### src/rtl/sfl_map.svh
// Constants of the serial flash lane interface: opcodes, counts, timing.
//
// Contract
// - Works with host clock mode 0 or 3.
// - Sample on rising, change outputs on falling.
// - Two-lane reads: opcodes 3B, 3C, BB, BC.
// - Two-lane: input/output lines become lanes 0, 1.
// - Two-lane moves two bits per clock.
// - Four-lane reads: opcodes 6B, 6C, EB, EC.
// - Four-lane: guard and pause pins become lanes 2, 3.
// - Four-lane commands need four-lane enable set.
// - Four-lane moves four bits per clock.
// - 256-byte pages, 4K sectors, 16 per block.
// - Dedicated reset input resets regardless of state.
// - Eight-pin: pause/reset pin doubles as lane 3.
// - Pin-function bit picks pause (0) or reset (1).
// - Pause/reset only while four-lane enable is 0.
// - Pause starts on pin fall with clock low.
// - Reset low at least 1 us restarts device.
`ifndef SFL_MAP_SVH
`define SFL_MAP_SVH

// ==========================================================
// Opcodes of the multi-lane read commands.
`define OP_DUAL_OUT3 8'h3b
`define OP_DUAL_OUT4 8'h3c
`define OP_DUAL_IO3 8'hbb
`define OP_DUAL_IO4 8'hbc
`define OP_QUAD_OUT3 8'h6b
`define OP_QUAD_OUT4 8'h6c
`define OP_QUAD_IO3 8'heb
`define OP_QUAD_IO4 8'hec

// ==========================================================
// Lane widths, phase lengths in shift clocks and chunk counts.
`define LW1 3'h1
`define LW2 3'h2
`define LW4 3'h4
`define OP_LAST 6'h07
`define ADDR3_CLK 6'h18
`define ADDR4_CLK 6'h20
`define DUMMY_OUT 6'h08
`define DUMMY_DIO 6'h04
`define DUMMY_QIO 6'h06
`define CHUNK2_LAST 3'h3
`define CHUNK4_LAST 3'h1
`define IDLE_BYTE 8'hff

// ==========================================================
// Array organisation: byte address bit fields.
`define SECTOR_LSB 12
`define SECTOR_MSB 24
`define BLOCK_LSB 16
`define BLOCK_MSB 24

// ==========================================================
// Timing: restart pulse minimum and clock period in ns.
`define RESTART_PULSE_MIN_NS 1000
`define CLK_PERIOD_NS 4
`define RESTART_CYC \
  8'((`RESTART_PULSE_MIN_NS + `CLK_PERIOD_NS - 1) / `CLK_PERIOD_NS)

// ==========================================================
// Read data buffer shape.
`define FIFO_WIDTH 8
`define FIFO_DEPTH 8

`endif

### src/rtl/sfl_pkg.sv
// Types shared by the serial flash lane interface.
package sfl_pkg;
  // Phases of one selected frame.
  typedef enum logic [2:0] {
    ST_IDLE,
    ST_CMD,
    ST_ADDR,
    ST_DUMMY,
    ST_DATA,
    ST_IGNORE
  } sfl_state_type;
endpackage

### src/rtl/sfl_pin_sync.sv
// Two-stage pin synchroniser with edge detection per bit.
module sfl_pin_sync #(
  parameter int WIDTH = 7
) (
  input wire logic clk,
  input wire logic srst,
  input wire logic [WIDTH-1:0] din,
  output logic [WIDTH-1:0] level,
  output logic [WIDTH-1:0] rise,
  output logic [WIDTH-1:0] fall
);
  // ==========================================================
  // Synchroniser chain, one generate iteration per pin.
  genvar g;
  generate
    for (g = 0; g < WIDTH; g++) begin : g_bit
      logic s1_r; // First stage: read by the second stage only.
      logic s2_r; // Settled level.
      logic s3_r; // Delayed level for edge detection.
      // Plain shift chain; reset to idle-high pin level.
      always_ff @(posedge clk) begin
        if (srst) begin
          s1_r <= 1'b1;
          s2_r <= 1'b1;
          s3_r <= 1'b1;
        end else begin
          s1_r <= din[g];
          s2_r <= s1_r;
          s3_r <= s2_r;
        end
      end
      // Edges are taken between settled stages only.
      assign level[g] = s2_r;
      assign rise[g] = s2_r & ~s3_r;
      assign fall[g] = ~s2_r & s3_r;
    end
  endgenerate
endmodule // sfl_pin_sync

### src/rtl/sfl_fifo.sv
// Small read-data FIFO with registered head word.
module sfl_fifo #(
  parameter int WIDTH = 8,
  parameter int DEPTH = 8
) (
  input wire logic clk,
  input wire logic clr,
  input wire logic [WIDTH-1:0] in_data,
  input wire logic in_valid,
  output logic in_ready,
  output logic [WIDTH-1:0] out_data,
  output logic out_valid,
  input wire logic out_ready
);
  localparam int AW = $clog2(DEPTH);
  logic [WIDTH-1:0] mem [DEPTH]; // Storage.
  logic [AW-1:0] wp_r, wp_nxt; // Write pointer.
  logic [AW-1:0] rp_r, rp_nxt; // Read pointer.
  logic [AW:0] cnt_r, cnt_nxt; // Words held.
  logic [WIDTH-1:0] head_r, head_nxt; // Registered head word.
  logic room_r, room_nxt; // Registered room-left flag.
  logic valid_r, valid_nxt; // Registered non-empty flag.
  logic wr, rd;

  // ==========================================================
  // Next pointers; the head register bypasses a write into an
  // empty slot so the word is seen on the same edge that writes it.
  always_comb begin
    wr = in_valid & room_r;
    rd = out_ready & valid_r;
    wp_nxt = wr ? AW'(wp_r + 1'b1) : wp_r;
    rp_nxt = rd ? AW'(rp_r + 1'b1) : rp_r;
    cnt_nxt = (AW+1)'(cnt_r + {{AW{1'b0}}, wr} - {{AW{1'b0}}, rd});
    head_nxt = (wr && wp_r == rp_nxt) ? in_data : mem[rp_nxt];
    room_nxt = cnt_nxt != (AW+1)'(DEPTH);
    valid_nxt = cnt_nxt != '0;
  end

  // Register state; memory written on accepted words.
  always_ff @(posedge clk) begin
    if (clr) begin
      wp_r <= '0;
      rp_r <= '0;
      cnt_r <= '0;
      head_r <= '0;
      room_r <= 1'b1;
      valid_r <= 1'b0;
    end else begin
      wp_r <= wp_nxt;
      rp_r <= rp_nxt;
      cnt_r <= cnt_nxt;
      head_r <= head_nxt;
      room_r <= room_nxt;
      valid_r <= valid_nxt;
    end
    if (wr) begin
      mem[wp_r] <= in_data;
    end
  end

  assign in_ready = room_r;
  assign out_data = head_r;
  assign out_valid = valid_r;
endmodule // sfl_fifo

### src/rtl/sfl_lane_if.sv
// Device-side serial flash lane interface: pins, framing, buffer.
`include "sfl_map.svh"
module sfl_lane_if (
  input wire logic CLK,
  input wire logic SRST,
  input wire logic SCLK,
  input wire logic CS_N,
  input wire logic LANE0_I,
  input wire logic LANE1_I,
  input wire logic LANE2_I,
  input wire logic LANE3_I,
  output logic LANE0_O,
  output logic LANE1_O,
  output logic LANE2_O,
  output logic LANE3_O,
  output logic LANE0_OE,
  output logic LANE1_OE,
  output logic LANE2_OE,
  output logic LANE3_OE,
  input wire logic RESET_N,
  input wire logic EIGHT_PIN,
  input wire logic FOUR_LANE_ENABLE,
  input wire logic PIN_FUNC_RESET,
  output logic CMD_VALID,
  output logic [7:0] CMD_OPCODE,
  output logic [31:0] CMD_ADDR,
  output logic [12:0] CMD_SECTOR,
  output logic [8:0] CMD_BLOCK,
  output logic CMD_REJECT,
  input wire logic [7:0] RD_DATA,
  input wire logic RD_VALID,
  output logic RD_READY,
  output logic HOLD_ACTIVE,
  output logic DEV_RESET
);
  import sfl_pkg::*;

  // ==========================================================
  // Pin sampling.
  logic [6:0] pin_lvl, pin_rise, pin_fall;
  logic sclk_lvl, sclk_rise, sclk_fall;
  logic cs_lvl, cs_fall;
  logic [3:0] lane_in; // Settled lane inputs.
  logic rstn_lvl;

  sfl_pin_sync #(.WIDTH(7)) u_sync (
    .clk(CLK),
    .srst(SRST),
    .din({RESET_N, LANE3_I, LANE2_I, LANE1_I, LANE0_I, CS_N, SCLK}),
    .level(pin_lvl),
    .rise(pin_rise),
    .fall(pin_fall)
  );

  assign sclk_lvl = pin_lvl[0];
  assign sclk_rise = pin_rise[0];
  assign sclk_fall = pin_fall[0];
  assign cs_lvl = pin_lvl[1];
  assign cs_fall = pin_fall[1];
  assign lane_in = pin_lvl[5:2];
  assign rstn_lvl = pin_lvl[6];

  // ==========================================================
  // Read data buffer between the user side and the lanes.
  logic [7:0] fifo_data;
  logic fifo_valid;
  logic pop; // Head byte consumed by the shifter.
  logic restart_fire; // One-cycle restart event.

  sfl_fifo #(.WIDTH(`FIFO_WIDTH), .DEPTH(`FIFO_DEPTH)) u_fifo (
    .clk(CLK),
    .clr(SRST | restart_fire),
    .in_data(RD_DATA),
    .in_valid(RD_VALID),
    .in_ready(RD_READY),
    .out_data(fifo_data),
    .out_valid(fifo_valid),
    .out_ready(pop)
  );

  // ==========================================================
  // Shared pin function and restart pulse measurement.
  logic shared_pin_fn; // Shared pin acts as pause or reset.
  logic restart_lvl; // Combined restart input level, low active.
  logic [7:0] rcnt_r, rcnt_nxt; // Low-time counter, saturating.

  // The shared pin only has a control role on small packages and
  // only while four lanes are off; otherwise it is a data lane.
  assign shared_pin_fn = EIGHT_PIN & ~FOUR_LANE_ENABLE;

  // Dedicated reset pin acts on large packages whatever the state;
  // on small ones the shared pin acts when so configured.
  always_comb begin
    restart_lvl = 1'b1;
    if (!EIGHT_PIN) begin
      restart_lvl = rstn_lvl;
    end else if (shared_pin_fn && PIN_FUNC_RESET) begin
      restart_lvl = lane_in[3];
    end
    rcnt_nxt = rcnt_r;
    if (restart_lvl) begin
      rcnt_nxt = '0;
    end else if (rcnt_r != `RESTART_CYC) begin
      rcnt_nxt = 8'(rcnt_r + 8'h01);
    end
    // Fires once, when the low time first reaches the minimum.
    restart_fire = ~restart_lvl &&
                   rcnt_r == 8'(`RESTART_CYC - 1);
  end

  // Restart counter register.
  always_ff @(posedge CLK) begin
    if (SRST) begin
      rcnt_r <= '0;
    end else begin
      rcnt_r <= rcnt_nxt;
    end
  end

  // ==========================================================
  // Frame sequencer, pause logic and lane drivers.
  sfl_state_type st_r, st_nxt; // Frame phase.
  logic [5:0] cnt_r, cnt_nxt; // Shift clocks in this phase.
  logic [31:0] sr_r, sr_nxt; // Incoming shift register.
  logic [2:0] al_r, al_nxt; // Address lane width.
  logic [2:0] dl_r, dl_nxt; // Data lane width.
  logic [5:0] aclk_r, aclk_nxt; // Address phase length.
  logic [5:0] dum_r, dum_nxt; // Dummy phase length.
  logic [7:0] tx_r, tx_nxt; // Outgoing byte remainder.
  logic [2:0] txc_r, txc_nxt; // Chunks left in tx_r.
  logic hold_r, hold_nxt; // Pause in force.
  logic hpend_r, hpend_nxt; // Pause requested, clock still high.
  logic [3:0] lo_r, lo_nxt; // Lane output values.
  logic [3:0] oe_r, oe_nxt; // Lane output enables.
  logic cv_r, cv_nxt; // Command strobe.
  logic [7:0] op_r, op_nxt; // Captured opcode.
  logic [31:0] ad_r, ad_nxt; // Captured address.
  logic rej_r, rej_nxt; // Reject strobe.
  logic drst_r, drst_nxt; // Restart strobe.
  logic [7:0] byte_out; // Byte being split into chunks.
  logic [7:0] opc; // Opcode as it completes.

  // Next state of the whole frame.
  always_comb begin
    st_nxt = st_r;
    cnt_nxt = cnt_r;
    sr_nxt = sr_r;
    al_nxt = al_r;
    dl_nxt = dl_r;
    aclk_nxt = aclk_r;
    dum_nxt = dum_r;
    tx_nxt = tx_r;
    txc_nxt = txc_r;
    hold_nxt = hold_r;
    hpend_nxt = hpend_r;
    lo_nxt = lo_r;
    oe_nxt = oe_r;
    op_nxt = op_r;
    ad_nxt = ad_r;
    cv_nxt = 1'b0;
    rej_nxt = 1'b0;
    drst_nxt = restart_fire;
    pop = 1'b0;
    byte_out = tx_r;
    opc = {sr_r[6:0], lane_in[0]};

    // Pause starts on the pin's fall with the clock low, or waits
    // for the clock to go low; it ends on the rise with clock low.
    if (shared_pin_fn && !PIN_FUNC_RESET && !cs_lvl) begin
      if (pin_fall[5]) begin
        hpend_nxt = 1'b1;
      end
      if ((hpend_r || pin_fall[5]) && !sclk_lvl && !lane_in[3]) begin
        hold_nxt = 1'b1;
        hpend_nxt = 1'b0;
      end
      if (hold_r && lane_in[3] && !sclk_lvl) begin
        hold_nxt = 1'b0;
        hpend_nxt = 1'b0;
      end
    end else begin
      hold_nxt = 1'b0;
      hpend_nxt = 1'b0;
    end

    if (restart_fire || cs_lvl) begin
      // Deselect, or restart: back to standby, lanes released.
      st_nxt = ST_IDLE;
      oe_nxt = 4'h0;
      txc_nxt = '0;
      hold_nxt = 1'b0;
      hpend_nxt = 1'b0;
    end else if (cs_fall) begin
      // Start of frame. A mode 3 host idles the clock high, so its
      // first falling edge lands in the command phase and is ignored.
      st_nxt = ST_CMD;
      cnt_nxt = '0;
      sr_nxt = '0;
      txc_nxt = '0;
    end else if (!hold_r && sclk_rise) begin
      // Inputs are captured on the rising clock only.
      cnt_nxt = 6'(cnt_r + 6'h01);
      case (st_r)
        ST_CMD: begin
          // Opcode is always a single-lane byte on the input line.
          sr_nxt = {sr_r[30:0], lane_in[0]};
          if (cnt_r == `OP_LAST) begin
            op_nxt = opc;
            cnt_nxt = '0;
            sr_nxt = '0;
            aclk_nxt = opc[2] ? `ADDR4_CLK : `ADDR3_CLK;
            st_nxt = ST_ADDR;
            case (opc)
              `OP_DUAL_OUT3, `OP_DUAL_OUT4: begin
                al_nxt = `LW1;
                dl_nxt = `LW2;
                dum_nxt = `DUMMY_OUT;
              end
              `OP_DUAL_IO3, `OP_DUAL_IO4: begin
                al_nxt = `LW2;
                dl_nxt = `LW2;
                dum_nxt = `DUMMY_DIO;
                aclk_nxt = opc[2] ? (`ADDR4_CLK >> 1) : (`ADDR3_CLK >> 1);
              end
              `OP_QUAD_OUT3, `OP_QUAD_OUT4: begin
                al_nxt = `LW1;
                dl_nxt = `LW4;
                dum_nxt = `DUMMY_OUT;
              end
              `OP_QUAD_IO3, `OP_QUAD_IO4: begin
                al_nxt = `LW4;
                dl_nxt = `LW4;
                dum_nxt = `DUMMY_QIO;
                aclk_nxt = opc[2] ? (`ADDR4_CLK >> 2) : (`ADDR3_CLK >> 2);
              end
              default: begin
                st_nxt = ST_IGNORE;
                rej_nxt = 1'b1;
              end
            endcase
            // Four-lane reads are refused while the enable is clear.
            if (opc[6:5] == 2'b11 || opc[6:5] == 2'b10 &&
                opc[7:4] == 4'h6) begin
              if (!FOUR_LANE_ENABLE) begin
                st_nxt = ST_IGNORE;
                rej_nxt = 1'b1;
              end
            end
          end
        end
        ST_ADDR: begin
          // Lane 0 is the low bit of each group of address bits.
          case (al_r)
            `LW2: sr_nxt = {sr_r[29:0], lane_in[1:0]};
            `LW4: sr_nxt = {sr_r[27:0], lane_in};
            default: sr_nxt = {sr_r[30:0], lane_in[0]};
          endcase
          if (cnt_r == 6'(aclk_r - 6'h01)) begin
            ad_nxt = sr_nxt;
            cv_nxt = 1'b1;
            cnt_nxt = '0;
            st_nxt = ST_DUMMY;
          end
        end
        ST_DUMMY: begin
          if (cnt_r == 6'(dum_r - 6'h01)) begin
            st_nxt = ST_DATA;
          end
        end
        default: begin
          cnt_nxt = cnt_r;
        end
      endcase
    end else if (!hold_r && sclk_fall && st_r == ST_DATA) begin
      // Outputs change on the falling clock, a byte split into
      // two-bit or four-bit chunks, most significant chunk first.
      if (txc_r == '0) begin
        byte_out = fifo_valid ? fifo_data : `IDLE_BYTE;
        pop = fifo_valid;
      end
      if (dl_r == `LW4) begin
        lo_nxt = byte_out[7:4];
        tx_nxt = {byte_out[3:0], 4'h0};
        txc_nxt = (txc_r == '0) ? `CHUNK4_LAST : 3'(txc_r - 3'h1);
        // Lanes 2 and 3 are driven only with four lanes enabled.
        oe_nxt = FOUR_LANE_ENABLE ? 4'hf : 4'h3;
      end else begin
        lo_nxt = {2'b00, byte_out[7:6]};
        tx_nxt = {byte_out[5:0], 2'b00};
        txc_nxt = (txc_r == '0) ? `CHUNK2_LAST : 3'(txc_r - 3'h1);
        oe_nxt = 4'h3;
      end
    end

    // A paused device releases its outputs.
    if (hold_nxt) begin
      oe_nxt = 4'h0;
    end
  end

  // Frame state registers.
  always_ff @(posedge CLK) begin
    if (SRST) begin
      st_r <= ST_IDLE;
      cnt_r <= '0;
      sr_r <= '0;
      al_r <= `LW1;
      dl_r <= `LW1;
      aclk_r <= `ADDR3_CLK;
      dum_r <= `DUMMY_OUT;
      tx_r <= '0;
      txc_r <= '0;
      hold_r <= 1'b0;
      hpend_r <= 1'b0;
      lo_r <= 4'h0;
      oe_r <= 4'h0;
      cv_r <= 1'b0;
      op_r <= '0;
      ad_r <= '0;
      rej_r <= 1'b0;
      drst_r <= 1'b0;
    end else begin
      st_r <= st_nxt;
      cnt_r <= cnt_nxt;
      sr_r <= sr_nxt;
      al_r <= al_nxt;
      dl_r <= dl_nxt;
      aclk_r <= aclk_nxt;
      dum_r <= dum_nxt;
      tx_r <= tx_nxt;
      txc_r <= txc_nxt;
      hold_r <= hold_nxt;
      hpend_r <= hpend_nxt;
      lo_r <= lo_nxt;
      oe_r <= oe_nxt;
      cv_r <= cv_nxt;
      op_r <= op_nxt;
      ad_r <= ad_nxt;
      rej_r <= rej_nxt;
      drst_r <= drst_nxt;
    end
  end

  // ==========================================================
  // Outputs, all from registers. Sector and block numbers are the
  // address divided by 4K and 64K; pages are 256 bytes.
  assign {LANE3_O, LANE2_O, LANE1_O, LANE0_O} = lo_r;
  assign {LANE3_OE, LANE2_OE, LANE1_OE, LANE0_OE} = oe_r;
  assign CMD_VALID = cv_r;
  assign CMD_OPCODE = op_r;
  assign CMD_ADDR = ad_r;
  assign CMD_SECTOR = ad_r[`SECTOR_MSB:`SECTOR_LSB];
  assign CMD_BLOCK = ad_r[`BLOCK_MSB:`BLOCK_LSB];
  assign CMD_REJECT = rej_r;
  assign HOLD_ACTIVE = hold_r;
  assign DEV_RESET = drst_r;
endmodule // sfl_lane_if

### config.mk
export PLATFORM = sky130hd
export DESIGN_NAME = sfl_lane_if
export DESIGN_NICKNAME = d
export VERILOG_FILES = /design/src/rtl/sfl_pkg.sv /design/src/rtl/sfl_pin_sync.sv /design/src/rtl/sfl_fifo.sv /design/src/rtl/sfl_lane_if.sv
export VERILOG_INCLUDE_DIRS = /design/src /design/src/rtl
export SDC_FILE = /design/constraint.sdc
export NUM_CORES = 1
export LEC_CHECK = 0
export BUFFER_PORTS_ARGS = -buffer_cell sky130_fd_sc_hd__buf_4
export CAP_MARGIN = 5
export CORE_MARGIN = 1
export CORE_UTILIZATION = 56
export CTS_BUF_LIST = sky130_fd_sc_hd__clkbuf_8
export CTS_CLUSTER_SIZE = 40
export DETAILED_ROUTE_END_ITERATION = 10
export PLACE_DENSITY = 0.77
export RECOVER_POWER = 25
export REMOVE_ABC_BUFFERS = 1
export SETUP_SLACK_MARGIN = 0.2
export SLEW_MARGIN = 40
export SYNTH_ARGS = -nofsm -noshare
export SYNTH_HDL_FRONTEND = slang
export SYNTH_SLANG_ARGS = --single-unit
export TNS_END_PERCENT = 20
### constraint.sdc
create_clock -name CLK -period 3.1 [get_ports CLK]
set_input_delay 0.62 -clock CLK [delete_from_list [all_inputs] [get_ports CLK]]
set_output_delay 0.62 -clock CLK [all_outputs]
set_load 0.005 [all_outputs]
---- Word-level counts from Yosys, hierarchy flattened ----
Memories as Yosys holds them, arrays and structs flattened. A register that Yosys moved wholly into a read port is not among the register bits.
Cells that the tools add are included.
W data, S select, Z words.
word-level totals
  bits in registers ....................... 159
  bits in writable memories ............... 64
  input bits .............................. 21
  output and inout bits ................... 75
  memories kept ........................... 1
operators by class
  add/subtract/negate cells ............... 9
  eq/ne operators ......................... 30
  multiplexer cells ....................... 53
  bitwise gates (word level) .............. 21
  reductions and logical operators ........ 52
memories
  memory      depth  width  read ports  clocked after memory_dff  write ports  RTL line        RTL
  u_fifo.mem  8      8      1           1                         1            sfl_fifo.sv:16  logic [WIDTH-1:0] mem [DEPTH];
operator list
  cell                   number
  $mux W31               3
  $pmux W32 S2           1
  $pmux W31 S2           1
  $eq A8 B8 Y1 const B   5
  $pmux W6 S3            2
  $mux W3                10
  $mux W6                5
  $mux W8                3
  $reduce_and A5 Y1      4
  $mux W1                19
  $pmux W3 S3            2
  $eq A8 B6 Y1 const B   2
  $eq A8 B7 Y1 const B   2
  $mux W4                4
  $not A1 Y1             13
  $eq A6 B6 Y1           2
  $logic_and A1 B1 Y1    12
  $pmux W6 S2            1
  $reduce_and A6 Y1      2
  $reduce_or A4 Y1       3
  $sub A6 B1 Y6 const B  2
  $reduce_or A5 Y1       2
  $eq A3 B2 Y1 const B   3
  $eq A3 B3 Y1 const B   3
  other kinds (31)       59

---- Logic depth before layout (Yosys ltp) ----
Gate-level depths: netlist of the first run.
  word-level depth ........................ 12
  gate-level depth with buffers ........... 14
  mapped depth without buffers ............ 14

---- Hierarchy ----
Synthesis of the first run repeated with hierarchy kept, for this count alone.
unflattened totals
  cell total of the unflattened synthesis .. 1167
  area total of the unflattened synthesis .. 10946.7 µm²
modules (own cells, without submodules)
  module        times used  cells each  area each (µm²)  sequential area each (µm²)
  sfl_lane_if   1           776         6356.1           2402.3
  sfl_fifo      1           326         3876.2           2322.2
  sfl_pin_sync  1           65          714.4            420.4

---- Least setup slack after synthesis of the first run ----
Ideal clock, no wire load.
  path kind ............................... input port to flip-flop
  from .................................... input EIGHT_PIN
  to ...................................... register u_fifo.valid_r (netlist: u_fifo.out_valid)
  library setup time ...................... 0.126 ns
  arrival ................................. 2.884 ns
  data required time ...................... 2.974 ns
  path slack .............................. 0.089 ns
  cell stages on the path ................. 11
  buffers on the path ..................... 0
  cell sequence ........................... or2_2 > a211o_2 > nand2_2 > inv_4 > ha_1 > inv_1 > ha_1 > fa_1 > xnor2_1 > nor3b_1 > o21bai_1
on the way
  longest elaborated chain between the ends .. 11
  elaborated cells on any way between the ends .. 12
  classes of those cells .................. add/sub: 1; mux: 3; bitwise: 4; reduce/logical: 4
ends and longest elaborated chain
  item                    RTL line            RTL
  start: declaration      sfl_lane_if.sv:21   input wire logic EIGHT_PIN,
  $and A1 B1 Y1           sfl_lane_if.sv:89   assign shared_pin_fn = EIGHT_PIN & ~FOUR_LANE_ENABLE;
  $logic_and A1 B1 Y1     sfl_lane_if.sv:97   end else if (shared_pin_fn && PIN_FUNC_RESET) begin
  $mux W1                 sfl_lane_if.sv:97
  $mux W1 *               sfl_lane_if.sv:95   if (!EIGHT_PIN) begin
  $not A1 Y1 *            sfl_lane_if.sv:107  restart_fire = ~restart_lvl &&
  $logic_and A1 B1 Y1 *   sfl_lane_if.sv:107
  $logic_or A1 B1 Y1      sfl_lane_if.sv:186  if (restart_fire || cs_lvl) begin
  $mux W1                 sfl_lane_if.sv:186
  $and A1 B1 Y1           sfl_fifo.sv:30      rd = out_ready & valid_r;
  $sub A4 B1 Y4           sfl_fifo.sv:33      cnt_nxt = (AW+1)'(cnt_r + {{AW{1'b0}}, wr} - {{AW{1'b0}}, rd});
  $reduce_bool A4 Y1      sfl_fifo.sv:36      valid_nxt = cnt_nxt != '0;
  end signal: assignment  sfl_fifo.sv:54      valid_r <= valid_nxt;
  end: declaration        sfl_fifo.sv:22      logic valid_r, valid_nxt;
Mark *: on every way between the ends. The rest lies on a longest branch, timed or not.
A chain may end at the register's enable or synchronous reset.

---- Worst setup path after layout of the first run ----
  from .................................... register txc_r[0]
  to ...................................... register u_fifo.valid_r (netlist: u_fifo.out_valid)
on the way
  longest elaborated chain between the ends .. 9
ends and longest elaborated chain
  item                      RTL line            RTL
  start: declaration        sfl_lane_if.sv:130  logic [2:0] txc_r, txc_nxt;
  start signal: assignment  sfl_lane_if.sv:331  txc_r <= txc_nxt;
  $logic_not A3 Y1          sfl_lane_if.sv:277  if (txc_r == '0) begin
  $mux W1                   sfl_lane_if.sv:277
  $mux W1                   sfl_lane_if.sv:274  end else if (!hold_r && sclk_fall && st_r == ST_DATA) begin
  $mux W1                   sfl_lane_if.sv:200  end else if (!hold_r && sclk_rise) begin
  $mux W1                   sfl_lane_if.sv:193  end else if (cs_fall) begin
  $mux W1                   sfl_lane_if.sv:186
  $and A1 B1 Y1             sfl_fifo.sv:30
  $sub A4 B1 Y4             sfl_fifo.sv:33
  $reduce_bool A4 Y1        sfl_fifo.sv:36
No other way between the ends.

==> results_dict.tcl, run 1 <==
set metrics [dict create \
    setup_violations 0 \
    r2r-end "u_fifo.out_valid" \
    post_cts.repair.setup_buffers 0 \
    crit_arrival_ns 3.11 \
    cts_max_path_buffers 3 \
    critPathRequiredTime_ns 3.49 \
    grt_max_degree 100 \
    place_congestion 0.8676 \
    hold_violations 0 \
    dieArea_um2 18550 \
    grt_pass1_wl_mm 34.15 \
    overflow 0 \
    cp_max_fo 5 \
    whs_ns 0.2784 \
    nets 1145 \
    dp_cells 1294 \
    ant_nets 0 \
    die_w_um 136.2 \
    worst_slew_pin_slew_ns 1.084 \
    synth_edf_count 64 \
    clock_latency_ns 0.53 \
    fin_crit_ns 2.717 \
    hp-start "LANE2_I" \
    clock_sinks 221 \
    fin_skew_ns 0.02089 \
    startpoint "txc_r[0]" \
    clkTransAtPathRegs_ns 0.07 \
    setup_ws_ns 0.3829 \
    numPortBuffers 95 \
    place_area_um2 10850 \
    io_pins 96 \
    stdcell_count 1362 \
    grt_usage_pct 22.71 \
    root_buffer "clkbuf_8" \
    synth_top_cell_area_share_pct 31.16 \
    yosysWarningCount 0 \
    synth_top_area_cell "dfxtp_1" \
    cts_tree "built" \
    outcome "completed" \
    synth-seq-area-share_pct 50.22 \
    multi_input_area_um2 4476 \
    place_ws_ns 0.01710 \
    dr.pass1.iters 8 \
    path_cells "inv_1 > ha_2 > and4bb_2 > and4_4 > nand2_2 > inv_4 > ha_1 > inv_1 > ha_1 > fa_1 > xnor2_1 > nor3b_2 > o21bai_1" \
    yosys_register_bits 221 \
    cellPowerDensity_nw_per_um2 531.3 \
    report.final.slew_viol_count 0 \
    die_h_um 136.2 \
    avgRoutedWirePerCell_um 15.20 \
    antenna_found_initial 0 \
    initial_core_util_pct 57.91 \
    ys_async_sr_fraction_pct 0 \
    drc 0 \
    syn_area_per_cell_um2 9.633 \
    slew_headroom_pct 27.75 \
    period_share_pct 87.65 \
    r2r-start "txc_r[0]" \
    path_class "flip-flop to flip-flop" \
    area_growth_pct 14.34 \
    cp_slowest_cell "fa_1" \
    hold_path_end "u_sync.g_bit[4].s1_r" \
    grt_pass1_vias 7085 \
    syn_area_um2 10090 \
    synth-main-ff-cell "dfxtp_1" \
    rsz0062_at_grt "false" \
    rows 48 \
    drt_iter0_markers 545 \
    cts_max_level 2 \
    vias_per_cell 5.682 \
    core-area_um2 17420 \
    fmax_ghz 0.3680 \
    whs_path_depth 2 \
    cts_resized 0 \
    slowest_delay_ns 0.40 \
    cts_buffers 37 \
    reg2reg_slack_ns 0.38 \
    synth_cell_types 71 \
    synth_top_cells_by_area "dfxtp_1, edfxtp_1, nor2_1" \
    reg2reg_depth 13 \
    leakage_nw 4.517 \
    seqCellArea_um2 5065 \
    fin_area_um2 11530 \
    diodes 0 \
    ir_drop_uv 472.3 \
    crit_path_end_kind "flip-flop" \
    tns_ns 0 \
    critPathLaunchType "flip-flop" \
    vias 7739 \
    hpwl_mm 13.81 \
    n_fill_cell 1419 \
    hold_buffers 0 \
    routed_wirelength_mm 20.70 \
    maxCapViolCount 0 \
    drive_gt1_share_pct 19.17 \
    synth_cells 1047 \
    hold_class "input pin to flip-flop" \
]
==> flip-flops by register name (all words and copies together), names as in the netlist, 6 cells and up <==
signal,flops
u_sync.g_bit.s2_r,7
cnt_r,6
sr_r,31
rcnt_r,8
tx_r,6
CMD_OPCODE,8
u_fifo.out_data,8
CMD_ADDR,32
u_fifo.mem,64
u_sync.g_bit.s1_r,7
==> stage by stage <==
step / total power [mW] / util, %
5_1_grt: 6.383 / 66.21
4_1_cts: 6.185 / 66.44
6_report: 6.127 / 66.21
3_3_place_gp: 3.704 / 62.23
2_1_floorplan: 3.537 / -
3_5_place_dp: 3.727 / 62.30
==> how the worst max path moves through the flow <==
stage                  endpoint  slack (ns)  depth (start not counted)
6_report       u_fifo.out_valid        0.38                         13
4_1_cts        u_fifo.out_valid        0.22                         13
3_5_place_dp    u_fifo.in_ready        0.02                         12
3_3_place_gp   u_fifo.out_valid        0.02                         12
2_1_floorplan       CMD_ADDR[0]       -0.87                          7
5_1_grt         u_fifo.in_ready        0.20                         13
==> worst max-delay path, delay by kind of cell, from the launching register on <==
kind / cells / cell delay (ns)
adders and majority gates: 4 / 1.07
and+or+nand+nor: 4 / 0.79
DFF: 1 / 0.31
xor gates and xnor gates: 1 / 0.18
buffers and inverters: 3 / 0.14
AOI/OAI and AO/OA: 1 / 0.08
==> layout make-up <==
class / count / area share (%)
Timing Repair Buffer: 119 / 7.747
Sequential cell: 221 / 43.92
Multi-Input combinational cell: 704 / 38.81
Clock inverter: 23 / 0.8788
Tap cell: 225 / 2.441
Inverter: 25 / 0.8354
Clock buffer: 45 / 5.371
==> cells in the final DEF (no fill, tap or decap), types with 10 or more instances in the layout <==
master,count
edfxtp_1,64
nand2_1,43
clkbuf_1,10
inv_1,35
dfxtp_1,157
nor2_1,167
buf_4,105
ha_1,14
a22o_1,29
xnor2_1,10
clkbuf_8,45
a211oi_1,36
xor2_1,11
mux2i_1,48
nand2b_1,10
nand3b_1,10
nand3_1,14
nor2b_1,10
a22oi_1,32
nor3_1,24
a21oi_1,91
o21ai_0,18
or2_2,22
==> synthesized netlist by cell type (9+ instances only) <==
master / instances
a22oi_1: 32
o22ai_1: 9
mux2i_1: 48
or2_2: 22
a21oi_1: 91
nand3_1: 14
a211oi_1: 36
inv_1: 24
xor2_1: 11
nor2b_1: 10
buf_2: 15
ha_1: 15
nor3_1: 26
nand2_1: 43
o21ai_0: 18
buf_4: 27
nand2b_1: 10
a22o_1: 29
xnor2_1: 10
nand3b_1: 10
clkbuf_1: 49
dfxtp_1: 157
edfxtp_1: 64
nor2_1: 169
==> report_power, final <==
group / internal, mW / switching [mW]
Clock: 1.32 / 1.14
Sequential: 3.09 / 0.0538
Combinational: 0.230 / 0.292
==> cell families (layout without fill, tap and decap cells) <==
kind of cell | after synthesis | in the layout | share of synthesized area (%)
buffers and inverters | 122 | 212 | 5.930
AOI/OAI and AO/OA | 272 | 272 | 18.40
xor gates and xnor gates | 23 | 23 | 2.208
adders and majority gates | 16 | 16 | 2.059
DFF | 221 | 221 | 50.22
muxes | 50 | 50 | 4.987
and+or+nand+nor | 343 | 343 | 16.20
==> layer usage <==
metal | track usage (%) | share of wire [%] | up-vias
met5 | 0 | 0 | -
met1 | 29.72 | 45 | 3621
li1 | - | - | 3877
met3 | 4.213 | 5.0 | 37
met2 | 38.16 | 48 | 204
met4 | 6.543 | 1.7 | 0
No activity file was read; power rests on OpenSTA's default activity.
==> run 2: changes to the inputs <==
Settings changed: RECOVER_POWER 25 to 100, SYNTH_HIERARCHICAL set to 1.
==> results_dict.tcl, run 2 <==
set metrics [dict create \
    outcome "completed" \
    area_growth_pct 15.47 \
    maxCapViolCount 0 \
    setup_ws_ns 0.1720 \
    setup_violations 0 \
    die_w_um 140.7 \
    diodes 0 \
    crit_path_end_kind "flip-flop" \
    syn_area_um2 10780 \
    path_class "flip-flop to flip-flop" \
    fin_crit_ns 2.928 \
    critPathLaunchType "flip-flop" \
    cts_buffers 38 \
    drt_iter0_markers 824 \
    dieArea_um2 19810 \
    clock_sinks 221 \
    crit_arrival_ns 3.35 \
    root_buffer "clkbuf_8" \
    cts_tree "built" \
    vias 9140 \
    place_ws_ns -0.08793 \
    ir_drop_uv 330.7 \
    grt_pass1_vias 8479 \
    ant_nets 0 \
    leakage_nw 4.120 \
    drc 0 \
    met3_usage_pct 5.129 \
    die_h_um 140.7 \
    worst_slew_pin_slew_ns 1.146 \
    fin_util_pct 66.32 \
    report.final.slew_viol_count 0 \
    cts_max_level 2 \
    regMostFlops "u_fifo/mem" \
    overflow 0 \
    core-area_um2 18770 \
    drive_gt1_share_pct 20.59 \
    slew_headroom_pct 23.60 \
    initial_core_util_pct 57.43 \
    dr.pass1.iters 6 \
    clkTransAtPathRegs_ns 0.06 \
    fin_skew_ns 0.02012 \
    grt_max_degree 64 \
    cp_max_fo 8 \
    hpwl_mm 16.59 \
    antenna_found_initial 1 \
    layout_commonest_cell "dfxtp_1" \
    clock_latency_ns 0.54 \
    largest_reg_flops 64 \
    hold_violations 0 \
    nets 1262 \
    final_cell_mix "dfxtp_1, nand2_1, nor2_1" \
    use_met2_pct 41.74 \
    cellPowerDensity_nw_per_um2 518.0 \
    period_share_pct 94.45 \
    place_congestion 0.8441 \
    syn_area_per_cell_um2 9.381 \
    avgRoutedWirePerCell_um 17.54 \
    synth_cells 1149 \
    critPathRequiredTime_ns 3.52 \
    n_fill_cell 1486 \
    rows 50 \
    yosysWarningCount 6 \
    grt_pass1_wl_mm 42.24 \
    grt_usage_pct 26.24 \
    busiest_layer "met2" \
    vias_per_cell 6.147 \
    numPortBuffers 95 \
    cts_max_path_buffers 3 \
    rsz0062_at_grt "true" \
    io_pins 96 \
    routed_wirelength_mm 26.09 \
    fmax_ghz 0.3415 \
    grtUsageMet1_pct 35.45 \
    hold_class "input pin to flip-flop" \
]
==> run 2: per-stage QoR <==
step	setup TNS, ns	instance area, um^2	cells	total power, mW	hold slack (ns)
after global routing	0	12450	1487	6.715	0.2543
after floorplan	-77.29	10160	1028	3.539	0.3832
after CTS	0	12440	1482	6.471	0.2367
final	0	12450	1487	6.447	0.2619
after detailed placement	-0.5251	11640	1414	3.756	0.3936
after global placement	-0.3886	11630	1414	3.747	0.3860
==> run 2: critical path, stage by stage (launching register included) <==
cell	delay, ns
dfxtp_1	0.34
nor2b_4	0.14
nor2_2	0.11
nand4_1	0.11
nor2_1	0.23
nand2_2	0.13
nor3_4	0.24
clkbuf_4	0.16
nand3_1	0.12
xor2_1	0.26
clkbuf_1	0.39
o311ai_0	0.27
a32o_1	0.31
==> run 2: final cells by class <==
| cell class | instances | area (um^2) | area share (%) |
|---|---|---|---|
| flip-flops and latches | 221 | 5071 | 40.74 |
| clock inverters | 24 | 186.4 | 1.498 |
| repair buffers | 157 | 1084 | 8.705 |
| well taps | 234 | 292.8 | 2.352 |
| clock buffers | 44 | 605.6 | 4.865 |
| multi-input cells | 776 | 5089 | 40.88 |
| inverters | 31 | 118.9 | 0.9550 |
==> run 2: report_power, final <==
group,internal [mW],switching [mW],total [mW]
sequential,3.10,0.0904,3.19
clock,1.55,1.17,2.72
combinational,0.231,0.311,0.542
total,4.88,1.57,6.45
==> run 2: final timing paths <==
kind	startpoint	slack, ns	end	depth (start not counted)
min reg2reg	u_sync/g_bit[4].s1_r	0.40	u_sync/g_bit[4].s2_r	1
min	CS_N	0.26	u_sync/g_bit[1].s1_r	2
max	u_sync/g_bit[0].s2_r	0.17	u_fifo/out_data[1]	12
max reg2reg	u_sync/g_bit[0].s2_r	0.17	u_fifo/out_data[1]	12
==> run 2: repair_timing <==
action,CTS,global route
pin swaps,0,11
gates cloned,0,0
hold buffers,0,0
buffers inserted,0,5
endpoints found under the setup margin,8,12
endpoints found under the hold margin,0,0
resized for setup,1,25
==> run 2: metal layers <==
| metal | vias to the layer above | wire (um) |
|---|---|---|
| met2 | 391 | 12220 |
| li1 | 4349 | - |
| met4 | 2 | 582 |
| met5 | - | 13 |
| met1 | 4346 | 11360 |
| met3 | 52 | 1913 |
